==> config.mk <==
export PLATFORM = sky130hd
export DESIGN_NAME = idar_remapper
export DESIGN_NICKNAME = d
export VERILOG_FILES = /design/src/verilog/idar_pkg.sv /design/src/verilog/idar_remapper.sv /design/src/verilog/idar_tlb.sv
export VERILOG_INCLUDE_DIRS = /design/src /design/src/verilog
export SDC_FILE = /design/constraint.sdc
export NUM_CORES = 2
export LEC_CHECK = 0
export BUFFER_PORTS_ARGS = -buffer_cell sky130_fd_sc_hd__buf_2
export CAP_MARGIN = 20
export CORE_UTILIZATION = 61
export DETAILED_ROUTE_END_ITERATION = 8
export PLACE_DENSITY = 0.88
export SLEW_MARGIN = 20
export SYNTH_ARGS = -nofsm -noshare
export SYNTH_HDL_FRONTEND = slang
export SYNTH_HIERARCHICAL = 1
export SYNTH_SLANG_ARGS = --single-unit
==> constraint.sdc <==
create_clock -name sys_clk -period 18.32 [get_ports sys_clk]
set_clock_uncertainty 0.15 [all_clocks]
set_input_delay 1.832 -clock sys_clk [delete_from_list [all_inputs] [get_ports sys_clk]]
set_output_delay 1.832 -clock sys_clk [all_outputs]
set_load 0.005 [all_outputs]
==> src/verilog/idar_consts.svh <==
`ifndef IDAR_CONSTS_SVH
`define IDAR_CONSTS_SVH
// address and table geometry
`define IDAR_AW 39
`define IDAR_PW 27
`define IDAR_ENTRIES 4
`define IDAR_LAST_LVL 2'h2
// message-signalled-interrupt window, address bits 38..20
`define IDAR_MSI_HI 19'h00fee
// table entry fields
`define IDAR_PRESENT 0
`define IDAR_PASSTHRU 3
`define IDAR_SUPERPAGE 7
`define IDAR_DOM_LO 56
`define IDAR_IRT_DEST_LO 8
`define IDAR_HANDLE_LO 5
// page masks on the page number, 4 KB, 2 MB, 1 GB
`define IDAR_MASK_4K 27'h7ffffff
`define IDAR_MASK_2M 27'h7fffe00
`define IDAR_MASK_1G 27'h7fc0000
`endif

==> src/verilog/idar_pkg.sv <==
package idar_pkg;
	typedef enum logic [9:0] {
		IDAR_IDLE = 10'h001,
		IDAR_LOOK = 10'h002,
		IDAR_ROOT = 10'h004,
		IDAR_CTX = 10'h008,
		IDAR_LEAF = 10'h010,
		IDAR_WALK = 10'h020,
		IDAR_INTR = 10'h040,
		IDAR_FWD = 10'h080,
		IDAR_QREAD = 10'h100,
		IDAR_DRAIN = 10'h200
	} idar_state_t;
	typedef enum logic [1:0] {
		IDAR_INV_ALL = 2'h0,
		IDAR_INV_DOM = 2'h1,
		IDAR_INV_PAGE = 2'h2
	} idar_gran_t;
endpackage

==> src/verilog/idar_remapper.sv <==
`timescale 1ns/1ps
`default_nettype none
`include "idar_consts.svh"
module idar_remapper (
	input wire logic sys_clk,
	input wire logic nrst,
	input wire logic clkEn,
	input wire logic reqValid,
	input wire logic [15:0] reqBdf,
	input wire logic [`IDAR_AW-1:0] reqAddr,
	input wire logic reqWrite,
	input wire logic [3:0] reqByteEn,
	input wire logic reqExternal,
	output logic reqReady,
	output logic fwdValid,
	output logic [`IDAR_AW-1:0] fwdAddr,
	output logic fwdWrite,
	output logic [3:0] fwdByteEn,
	output logic fwdUnsupported,
	output logic fwdFault,
	input wire logic fwdReady,
	input wire logic fwdComplete,
	output logic memReqValid,
	output logic [`IDAR_AW-1:0] memReqAddr,
	input wire logic memRspValid,
	input wire logic [63:0] memRspData,
	input wire logic transEnable,
	input wire logic bootProtect,
	input wire logic intrRemapEnable,
	input wire logic defaultCtxEnable,
	input wire logic [15:0] gfxBdf,
	input wire logic [`IDAR_AW-1:0] rootPtrGfx,
	input wire logic [`IDAR_AW-1:0] rootPtrDef,
	input wire logic [`IDAR_AW-1:0] defaultCtxPtr,
	input wire logic [7:0] defaultDomain,
	input wire logic [`IDAR_AW-1:0] bypassBase,
	input wire logic [`IDAR_AW-1:0] bypassLimit,
	input wire logic [`IDAR_AW-1:0] videoBiosBase,
	input wire logic [`IDAR_AW-1:0] intrTableBase,
	input wire logic qiEnable,
	input wire logic [`IDAR_AW-1:0] qiBase,
	input wire logic [7:0] qiTail,
	output logic [7:0] qiHead,
	output logic invDone,
	output logic faultValid,
	output logic [15:0] faultBdf,
	output logic [`IDAR_AW-1:0] faultAddr,
	output logic faultOverflow,
	output logic faultMsi,
	input wire logic faultClear
);
	// ****************************************
	// state and captured request
	// ****************************************
	idar_pkg::idar_state_t state_reg, stateNext;
	logic [15:0] rqBdf_reg;
	logic [`IDAR_AW-1:0] rqAddr_reg;
	logic rqWr_reg, rqExt_reg, rqGfx_reg, reqReady_reg;
	logic [3:0] rqBe_reg;
	logic [7:0] ctxDom_reg, ctxDomNext;
	logic [26:0] ctxPtr_reg, ctxPtrNext;
	logic [1:0] lvl_reg;
	logic memReqValid_reg, fwdValid_reg, fwdWrite_reg, fwdUr_reg, fwdFault_reg;
	logic [`IDAR_AW-1:0] memReqAddr_reg, fwdAddr_reg, memAddrNext, fwdAddrNext;
	logic [3:0] fwdBe_reg;
	logic [7:0] outstanding_reg, qHead_reg;
	logic invDone_reg, faultValid_reg, faultOvf_reg, faultMsi_reg;
	logic [15:0] faultBdf_reg;
	logic [`IDAR_AW-1:0] faultAddr_reg;
	idar_pkg::idar_gran_t invGran_reg;
	logic [7:0] invDom_reg;
	logic [26:0] invKey_reg;
	logic memIssue, fwdLoad, faultEvt, ctxLoad, lvlAdv, ctxFill, leafFill;
	logic transUse, qLatch, invFire;

	// ****************************************
	// address decode and table addressing
	// ****************************************
	wire logic takeReq = reqValid && reqReady_reg;
	wire logic isMsi = rqAddr_reg[38:20] == `IDAR_MSI_HI;
	wire logic inBypass = rqAddr_reg >= bypassBase && rqAddr_reg <= bypassLimit;
	wire logic rspPresent = memRspData[`IDAR_PRESENT];
	wire logic rspPass = memRspData[`IDAR_PASSTHRU];
	wire logic [26:0] rspPtr = memRspData[38:12];
	wire logic [7:0] rspDom = memRspData[`IDAR_DOM_LO +: 8];
	// engine select: graphics requester or default engine
	wire logic [`IDAR_AW-1:0] rootBase = rqGfx_reg ? rootPtrGfx : rootPtrDef;
	wire logic [`IDAR_AW-1:0] rootAddr = rootBase + {28'h0, rqBdf_reg[15:8], 3'h0};
	wire logic [`IDAR_AW-1:0] ctxAddr = {rspPtr, 12'h000} + {28'h0, rqBdf_reg[7:0], 3'h0};
	wire logic inWalk = state_reg == idar_pkg::IDAR_WALK;
	wire logic [1:0] idxLvl = inWalk ? lvl_reg + 2'h1 : 2'h0;
	wire logic [8:0] lvlIdx = (idxLvl == 2'h0) ? rqAddr_reg[38:30]
		: (idxLvl == 2'h1) ? rqAddr_reg[29:21] : rqAddr_reg[20:12];
	wire logic [26:0] pteBase = inWalk ? rspPtr : ctxPtr_reg;
	wire logic [`IDAR_AW-1:0] pteAddr = {pteBase, 12'h000} + {27'h0, lvlIdx, 3'h0};
	wire logic [7:0] handle = rqAddr_reg[`IDAR_HANDLE_LO +: 8];
	wire logic [`IDAR_AW-1:0] irteAddr = intrTableBase + {28'h0, handle, 3'h0};
	wire logic [`IDAR_AW-1:0] qiAddr = qiBase + {28'h0, qHead_reg, 3'h0};
	wire logic isLeaf = lvl_reg == `IDAR_LAST_LVL || memRspData[`IDAR_SUPERPAGE];
	wire logic [26:0] lvlMask = (lvl_reg == 2'h0) ? `IDAR_MASK_1G
		: (lvl_reg == 2'h1) ? `IDAR_MASK_2M : `IDAR_MASK_4K;

	// ****************************************
	// translation caches, one per engine
	// ****************************************
	wire logic keyLeaf = state_reg == idar_pkg::IDAR_LEAF || inWalk;
	wire logic [27:0] tlbKey = keyLeaf ? {1'b1, rqAddr_reg[38:12]} : {12'h000, rqBdf_reg};
	wire logic [26:0] fillMask = leafFill ? lvlMask : `IDAR_MASK_4K;
	wire logic [35:0] fillData = leafFill ? {9'h000, rspPtr} : {rspPass, rspDom, rspPtr};
	logic tlbHit [2];
	logic [35:0] tlbData [2];
	logic [26:0] tlbMask [2];
	for (genvar e = 0; e < 2; e++) begin : g_engine
		idar_tlb u_tlb (
			.sys_clk(sys_clk),
			.nrst(nrst),
			.clkEn(clkEn),
			.lookKey(tlbKey),
			.lookDom(ctxDom_reg),
			.lookHit(tlbHit[e]),
			.lookData(tlbData[e]),
			.lookMask(tlbMask[e]),
			.fillEn((ctxFill || leafFill) && rqGfx_reg == (e == 1)),
			.fillKey(tlbKey),
			.fillMask(fillMask),
			.fillDom(ctxFill ? rspDom : ctxDom_reg),
			.fillData(fillData),
			.invEn(invFire),
			.invGran(invGran_reg),
			.invDom(invDom_reg),
			.invKey(invKey_reg)
		);
	end
	wire logic selHit = rqGfx_reg ? tlbHit[1] : tlbHit[0];
	wire logic [35:0] selData = rqGfx_reg ? tlbData[1] : tlbData[0];
	// translated address, cached or freshly walked
	wire logic [26:0] transPpn = inWalk ? rspPtr : selData[26:0];
	wire logic [38:0] transMask = {inWalk ? lvlMask : (rqGfx_reg ? tlbMask[1] : tlbMask[0]), 12'h000};
	wire logic [`IDAR_AW-1:0] physAddr = ({transPpn, 12'h000} & transMask) | (rqAddr_reg & ~transMask);

	// ****************************************
	// sequencer
	// ****************************************
	// next state and per-state strobes
	always_comb begin
		stateNext = state_reg;
		memIssue = 1'b0;
		memAddrNext = rootAddr;
		fwdLoad = 1'b0;
		faultEvt = 1'b0;
		ctxLoad = 1'b0;
		ctxDomNext = defaultDomain;
		ctxPtrNext = defaultCtxPtr[38:12];
		lvlAdv = 1'b0;
		ctxFill = 1'b0;
		leafFill = 1'b0;
		transUse = 1'b0;
		qLatch = 1'b0;
		invFire = 1'b0;
		case (state_reg)
			idar_pkg::IDAR_IDLE: begin
				if (takeReq) begin
					stateNext = idar_pkg::IDAR_LOOK;
				end else if (qiEnable && qHead_reg != qiTail) begin
					stateNext = idar_pkg::IDAR_QREAD;
					memIssue = 1'b1;
					memAddrNext = qiAddr;
				end
			end
			idar_pkg::IDAR_LOOK: begin
				if (isMsi && rqWr_reg) begin
					if (intrRemapEnable) begin
						stateNext = idar_pkg::IDAR_INTR;
						memIssue = 1'b1;
						memAddrNext = irteAddr;
					end else fwdLoad = 1'b1;
				end else if (!transEnable) begin
					faultEvt = bootProtect;
					fwdLoad = !bootProtect;
				end else if (inBypass) begin
					fwdLoad = 1'b1;
				end else if (selHit) begin
					fwdLoad = selData[35];
					ctxLoad = !selData[35];
					ctxDomNext = selData[34:27];
					ctxPtrNext = selData[26:0];
				end else begin
					stateNext = idar_pkg::IDAR_ROOT;
					memIssue = 1'b1;
				end
			end
			idar_pkg::IDAR_ROOT, idar_pkg::IDAR_CTX: begin
				if (memRspValid) begin
					if (rspPresent && state_reg == idar_pkg::IDAR_ROOT) begin
						stateNext = idar_pkg::IDAR_CTX;
						memIssue = 1'b1;
						memAddrNext = ctxAddr;
					end else if (rspPresent) begin
						ctxFill = 1'b1;
						fwdLoad = rspPass;
						ctxLoad = !rspPass;
						ctxDomNext = rspDom;
						ctxPtrNext = rspPtr;
					end else if (defaultCtxEnable) begin
						ctxLoad = 1'b1;
					end else faultEvt = 1'b1;
				end
			end
			idar_pkg::IDAR_LEAF: begin
				if (selHit) begin
					fwdLoad = 1'b1;
					transUse = 1'b1;
				end else begin
					stateNext = idar_pkg::IDAR_WALK;
					memIssue = 1'b1;
					memAddrNext = pteAddr;
				end
			end
			idar_pkg::IDAR_WALK: begin
				if (memRspValid) begin
					if (!rspPresent) faultEvt = 1'b1;
					else if (isLeaf) begin
						leafFill = 1'b1;
						fwdLoad = 1'b1;
						transUse = 1'b1;
					end else begin
						lvlAdv = 1'b1;
						memIssue = 1'b1;
						memAddrNext = pteAddr;
					end
				end
			end
			idar_pkg::IDAR_INTR: begin
				if (memRspValid) begin
					fwdLoad = rspPresent;
					faultEvt = !rspPresent;
				end
			end
			idar_pkg::IDAR_FWD: begin
				if (fwdReady) stateNext = idar_pkg::IDAR_IDLE;
			end
			idar_pkg::IDAR_QREAD: begin
				if (memRspValid) begin
					qLatch = 1'b1;
					stateNext = idar_pkg::IDAR_DRAIN;
				end
			end
			idar_pkg::IDAR_DRAIN: begin
				if (outstanding_reg == 8'h00) begin
					invFire = 1'b1;
					stateNext = idar_pkg::IDAR_IDLE;
				end
			end
			default: stateNext = idar_pkg::IDAR_IDLE;
		endcase
		if (ctxLoad) stateNext = idar_pkg::IDAR_LEAF;
		if (fwdLoad || faultEvt) stateNext = idar_pkg::IDAR_FWD;
	end

	// forwarded address: translated, remapped interrupt, fault target or as received
	always_comb begin
		fwdAddrNext = rqAddr_reg;
		if (transUse) fwdAddrNext = physAddr;
		if (state_reg == idar_pkg::IDAR_INTR) begin
			fwdAddrNext = {`IDAR_MSI_HI, memRspData[`IDAR_IRT_DEST_LO +: 8], 12'h000};
		end
		if (faultEvt) fwdAddrNext = videoBiosBase;
	end

	// state, request capture and walk context
	always_ff @(posedge sys_clk or negedge nrst) begin
		if (!nrst) begin
			state_reg <= idar_pkg::IDAR_IDLE;
			reqReady_reg <= 1'b0;
			{rqBdf_reg, rqAddr_reg, rqWr_reg, rqBe_reg, rqExt_reg, rqGfx_reg} <= '0;
			{ctxDom_reg, ctxPtr_reg, lvl_reg} <= '0;
		end else if (clkEn) begin
			state_reg <= stateNext;
			reqReady_reg <= stateNext == idar_pkg::IDAR_IDLE;
			if (takeReq) begin
				{rqBdf_reg, rqAddr_reg, rqWr_reg} <= {reqBdf, reqAddr, reqWrite};
				{rqBe_reg, rqExt_reg, rqGfx_reg} <= {reqByteEn, reqExternal, reqBdf == gfxBdf};
			end
			if (ctxLoad) {ctxDom_reg, ctxPtr_reg, lvl_reg} <= {ctxDomNext, ctxPtrNext, 2'h0};
			if (lvlAdv) lvl_reg <= lvl_reg + 2'h1;
		end
	end

	// memory read port and forward port
	always_ff @(posedge sys_clk or negedge nrst) begin
		if (!nrst) begin
			{memReqValid_reg, memReqAddr_reg} <= '0;
			{fwdValid_reg, fwdAddr_reg, fwdWrite_reg, fwdBe_reg, fwdUr_reg, fwdFault_reg} <= '0;
		end else if (clkEn) begin
			memReqValid_reg <= memIssue;
			if (memIssue) memReqAddr_reg <= memAddrNext;
			if (fwdLoad || faultEvt) begin
				{fwdValid_reg, fwdAddr_reg, fwdWrite_reg} <= {1'b1, fwdAddrNext, rqWr_reg};
				fwdBe_reg <= (faultEvt && rqWr_reg) ? 4'h0 : rqBe_reg;
				fwdUr_reg <= faultEvt && !rqWr_reg && rqExt_reg;
				fwdFault_reg <= faultEvt;
			end else if (fwdReady) fwdValid_reg <= 1'b0;
		end
	end

	// outstanding accesses, invalidation queue, fault record
	wire logic fwdTaken = fwdValid_reg && fwdReady;
	wire logic recordNew = faultEvt && (!faultValid_reg || faultClear);
	always_ff @(posedge sys_clk or negedge nrst) begin
		if (!nrst) begin
			{outstanding_reg, qHead_reg, invDone_reg} <= '0;
			{invGran_reg, invDom_reg, invKey_reg} <= '0;
			{faultValid_reg, faultOvf_reg, faultMsi_reg, faultBdf_reg, faultAddr_reg} <= '0;
		end else if (clkEn) begin
			outstanding_reg <= outstanding_reg + {7'h00, fwdTaken} - {7'h00, fwdComplete};
			if (qLatch) begin
				invGran_reg <= idar_pkg::idar_gran_t'(memRspData[1:0]);
				{invDom_reg, invKey_reg} <= {memRspData[15:8], memRspData[38:12]};
			end
			invDone_reg <= invFire;
			if (invFire) qHead_reg <= qHead_reg + 8'h01;
			// keep first fault, set wins over clear
			faultValid_reg <= faultEvt || (faultValid_reg && !faultClear);
			faultOvf_reg <= (faultEvt && faultValid_reg && !faultClear) || (faultOvf_reg && !faultClear);
			faultMsi_reg <= recordNew;
			if (recordNew) {faultBdf_reg, faultAddr_reg} <= {rqBdf_reg, rqAddr_reg};
		end
	end

	// outputs straight from flip-flops
	assign reqReady = reqReady_reg;
	assign {fwdValid, fwdAddr, fwdWrite, fwdByteEn} = {fwdValid_reg, fwdAddr_reg, fwdWrite_reg, fwdBe_reg};
	assign {fwdUnsupported, fwdFault} = {fwdUr_reg, fwdFault_reg};
	assign {memReqValid, memReqAddr} = {memReqValid_reg, memReqAddr_reg};
	assign {qiHead, invDone} = {qHead_reg, invDone_reg};
	assign {faultValid, faultBdf, faultAddr} = {faultValid_reg, faultBdf_reg, faultAddr_reg};
	assign {faultOverflow, faultMsi} = {faultOvf_reg, faultMsi_reg};

	wire logic inLook = state_reg == idar_pkg::IDAR_LOOK;
endmodule // idar_remapper
`default_nettype wire

==> src/verilog/idar_tlb.sv <==
`timescale 1ns/1ps
`default_nettype none
`include "idar_consts.svh"
module idar_tlb (
	input wire logic sys_clk,
	input wire logic nrst,
	input wire logic clkEn,
	input wire logic [27:0] lookKey,
	input wire logic [7:0] lookDom,
	output logic lookHit,
	output logic [35:0] lookData,
	output logic [26:0] lookMask,
	input wire logic fillEn,
	input wire logic [27:0] fillKey,
	input wire logic [26:0] fillMask,
	input wire logic [7:0] fillDom,
	input wire logic [35:0] fillData,
	input wire logic invEn,
	input wire idar_pkg::idar_gran_t invGran,
	input wire logic [7:0] invDom,
	input wire logic [26:0] invKey
);
	logic [`IDAR_ENTRIES-1:0] valid_reg;
	logic [27:0] key_reg [`IDAR_ENTRIES];
	logic [26:0] mask_reg [`IDAR_ENTRIES];
	logic [7:0] dom_reg [`IDAR_ENTRIES];
	logic [35:0] data_reg [`IDAR_ENTRIES];
	logic [1:0] victim_reg;
	logic [`IDAR_ENTRIES-1:0] hitVec;
	logic [`IDAR_ENTRIES-1:0] invVec;

	// per-entry match; bit 27 of the key marks a leaf entry
	for (genvar i = 0; i < `IDAR_ENTRIES; i++) begin : g_match
		assign hitVec[i] = valid_reg[i] && key_reg[i][27] == lookKey[27]
			&& ((key_reg[i][26:0] ^ lookKey[26:0]) & mask_reg[i]) == 27'h0
			&& (!lookKey[27] || dom_reg[i] == lookDom);
		assign invVec[i] = invEn && (invGran == idar_pkg::IDAR_INV_ALL
			|| (invGran == idar_pkg::IDAR_INV_DOM && dom_reg[i] == invDom)
			|| (invGran == idar_pkg::IDAR_INV_PAGE && key_reg[i][27]
			&& ((key_reg[i][26:0] ^ invKey) & mask_reg[i]) == 27'h0));
	end

	// first matching entry wins
	always_comb begin
		lookHit = |hitVec;
		lookData = 36'h0;
		lookMask = `IDAR_MASK_4K;
		for (int j = `IDAR_ENTRIES - 1; j >= 0; j--) begin
			if (hitVec[j]) begin
				lookData = data_reg[j];
				lookMask = mask_reg[j];
			end
		end
	end

	// valid bits and round-robin victim
	always_ff @(posedge sys_clk or negedge nrst) begin
		if (!nrst) begin
			valid_reg <= '0;
			victim_reg <= 2'h0;
		end else if (clkEn) begin
			valid_reg <= (valid_reg & ~invVec) | ({{(`IDAR_ENTRIES-1){1'b0}}, fillEn} << victim_reg);
			if (fillEn) victim_reg <= victim_reg + 2'h1;
		end
	end

	// entry contents, written on fill only
	always_ff @(posedge sys_clk) begin
		if (clkEn && fillEn) begin
			key_reg[victim_reg] <= fillKey;
			mask_reg[victim_reg] <= fillMask;
			dom_reg[victim_reg] <= fillDom;
			data_reg[victim_reg] <= fillData;
		end
	end
endmodule // idar_tlb
`default_nettype wire

==> impl_metrics.ini <==
[worst_setup_path]
crit_slowest_cell = a21o_1
critical_path_buffers_and_inverters = 3
worstPathArrival_ns = 9.80
critical_path.most_common_cell = buf_4
worst-setup-path-type = reg -> reg
cp_cell_sequence = nor3_2 -> nand3_1 -> a21oi_4 -> buf_4 -> mux2_2 -> xor2_1 -> a22oi_1 -> and4_1 -> and4_1 -> a32oi_4 -> buf_4 -> nand2_1 -> mux2i_1 -> nand2b_1 -> a21oi_1 -> buf_4 -> a21o_1 -> a22oi_1 -> o21ai_0 -> a221oi_1 -> a21oi_1
type_of_destination_of_the_critical_path = register
worst_setup_path_start_kind = register
critical_path.max_stage_delay_ns = 0.83
path_max_fanout = 35
worst_ep_required_time_ns = 18.83
worst_path_dominant_cell_family = compound AO/OA/AOI/OAI gates

[finish]
stdcell_count = 7086
finish.utilization_pct = 71.3
final_layout_size_suffix_gt1_share_pct = 20.9
flip_flop_count_of_the_largest_register_after_layout = 288
final_cell_area_sq_mm = 0.0681
most-common-layout-cells = edfxtp_1, buf_2, xor2_1
design.final.nets = 6290
final_common_cell = edfxtp_1
layout-area-overhead-vs-synth_pct = 14.9

[route]
m1WireLength_mm = 82.0
routed-via-count = 50639
met2RoutedLength_mm = 104
antenna_left = 0
drt_iter0_drcs = 9209
maxUsedRoutingLayer = met5
routed_wirelength_mm = 251
routed_wire_per_std_cell_um = 35.5
route.detailed.vias_per_inst = 7.15
route.detailed.drc = 6
met3RoutedLength_mm = 41.3
detailedRoute.firstPassIterationCount = 9

[synthesis]
synth.yosys.seq_area_share_pct = 53.5
post_synth_inst_count = 5027
synth_cell_type_count = 94
netlist.area_leader.share_pct = 40.1
synth_ff_type = edfxtp_1
synth_enable_flop_cells = 792
postSynthRegisterBits = 1109
synth_largest_area_cell = edfxtp_1
ys.warnings.count = 6
synth.top_cells.by_area = edfxtp_1, dfrtp_1, xor2_1, mux2_2, ha_1
synth_area_per_cell_sq_um = 11.8
ys_async_sr_fraction_pct = 28.6
syn-cell-area_sq_mm = 0.0593

[power]
internal_power_mw = 5.26
clock_power_share_pct = 29.4
power.ir.vdd_worst_v = 0.000102
power.share.switching_pct = 37.1
power_mw = 8.36
power.density_cell_area_mw_per_mm2 = 123
power_frac_comb_pct = 28.1
static-leakage-power_nw = 28.1
p_sw_mw = 3.10
power_frac_seq_pct = 42.4

[floorplan]
rows = 113
die-height_um = 314
die-area_sq_mm = 0.0985
fp.dieW_um = 314
initial_utilization_pct = 62.0
ios = 637
area_of_the_core_sq_mm = 0.0956

[placement]
placed_cells = 6826
post_detailed_placement_half_perimeter_wirelength_mm = 179
place_worst_setup_slack_ns = 9.56
gpl.final_weighted_congestion = 1.05
dpl_cell_area_sq_mm = 0.0641
place.port_buffers = 603

[clocking]
clock-root-buffer = clkbuf_16
cts_hold_buffers = 0
clock_tree.htree_level_count = 3
clock_latency_ns = 0.74
worst_setup_hold_path_clk_slew_ns = 0.07
numClockSinks = 1109
cts_made_buffers = 115
post-cts-setup-buffer-count = 0
max_root_sink_buffers = 3
cts_resized = 0
clock_tree_from_tritoncts = yes

[sta]
fin_setup_tns_ns = 0
period_share_pct = 50.7
relative_max_transition_margin_pct = 9.94
finalMaxSlewViolations = 0
timing.final.setup_violations = 0
grt_setup_unrepaired = no
achievable-frequency_ghz = 0.108
final_critical_path_setup_slack_ns = 9.03
worst_pin_slew_ns = 1.31
hold_viol = 0
hold_slack_ns = 0.328
timing.final.crit_period_ns = 9.29

[grt]
globalRouteOverflowTotal = 0
global_route.usage.total_pct = 49.9
antenna_found_initial = 41
wire_length_of_the_first_global_routing_pass_mm = 348
largest_net_degree_at_the_start_of_global_routing = 96
grt_pass1_vias = 48330

[hold_path]
holdCritPathClass = reg -> reg

[run_status]
failed_checks = DRC
run_status = complete, but fails checks

[job]
max_cap_viol_count = 0
-- kinds of logic (layout without fill, tap and decap cells) --
logic type,count (synthesis),after routing,share of synthesized area [%]
AOI/OAI and AO/OA,1409,1409,16.8
DFF,1109,1109,53.5
and+or+nand+nor,996,996,8.43
xor gates and xnor gates,709,709,10.5
buffers and inverters,388,1071,2.77
muxes,286,286,5.24
adders and majority gates,129,129,2.77
other,1,112,0.00632
-- routing by layer --
metal  vias up  global-route usage (%)
met5         -                   0.242
met3      1162                    20.9
li1      20312                       -
met1     24478                    60.8
met4        14                    38.7
met2      4673                    70.0
-- power groups by stage --
stage,combinational [mW],clock (mW),sequential [mW]
2_1_floorplan,1.22,0,3.31
3_3_place_gp,2.15,0,3.52
3_5_place_dp,2.21,0,3.54
4_1_cts,2.23,2.44,3.49
5_1_grt,2.44,2.53,3.52
6_report,2.35,2.46,3.55
-- final timing paths --
kind | startpoint | endpoint | slack, ns | cells past startpoint
worst max register to register | state_reg[1] | memReqAddr[14] | 9.03 | 21
worst max-delay path | state_reg[1] | memReqAddr[14] | 9.03 | 21
worst min register to register | fwdByteEn[1] | fwdByteEn[1] | 0.33 | 2
min in group asynchronous | nrst | memReqAddr[38] | 0.86 | 1
max in group asynchronous | nrst | rqAddr_reg[24] | 13.89 | 4
worst min-delay path | fwdByteEn[1] | fwdByteEn[1] | 0.33 | 2
-- layout make-up --
cell class	instances	area, sq um
Sequential cell	1109	31700
Multi-Input combinational cell	3601	26400
Fill cell	6716	27400
Clock inverter	68	766
Inverter	139	522
Tap cell	1265	1580
Clock buffer	151	3140
Antenna cell	40	100
Timing Repair Buffer	713	3870
-- synthesized netlist by cell type, types with 16 or more instances --
cell	number
a2111oi_0	18
a2111oi_2	41
a211oi_1	85
a21boi_0	57
a21o_1	98
a21oi_1	193
a221oi_1	57
a22o_1	40
a22oi_1	177
a2bb2oi_1	16
a31oi_1	52
and2_1	23
and3_1	41
and4_1	20
buf_2	61
clkbuf_1	161
dfrtp_1	316
edfxtp_1	792
ha_1	125
inv_1	138
mux2_2	197
mux2i_1	89
nand2_1	330
nand3_1	161
nand4_1	77
nor2_1	151
nor2b_1	26
nor3_1	47
nor4_1	46
o211ai_1	16
o21a_1	29
o21ai_0	265
o21ai_1	65
o21bai_1	16
o22a_1	86
xnor2_1	117
xor2_1	592
-- worst reg2reg max path, cell delays in order (launching register included) --
cell	delay (ns)
dfrtp_1	0.54
nor3_2	0.61
nand3_1	0.40
a21oi_4	0.76
buf_4	0.65
mux2_2	0.82
xor2_1	0.21
a22oi_1	0.16
and4_1	0.29
and4_1	0.29
a32oi_4	0.24
buf_4	0.48
nand2_1	0.17
mux2i_1	0.69
nand2b_1	0.11
a21oi_1	0.70
buf_4	0.34
a21o_1	0.83
a22oi_1	0.34
o21ai_0	0.19
a221oi_1	0.09
a21oi_1	0.16
Note: power is estimated with default switching activity, not from simulation.
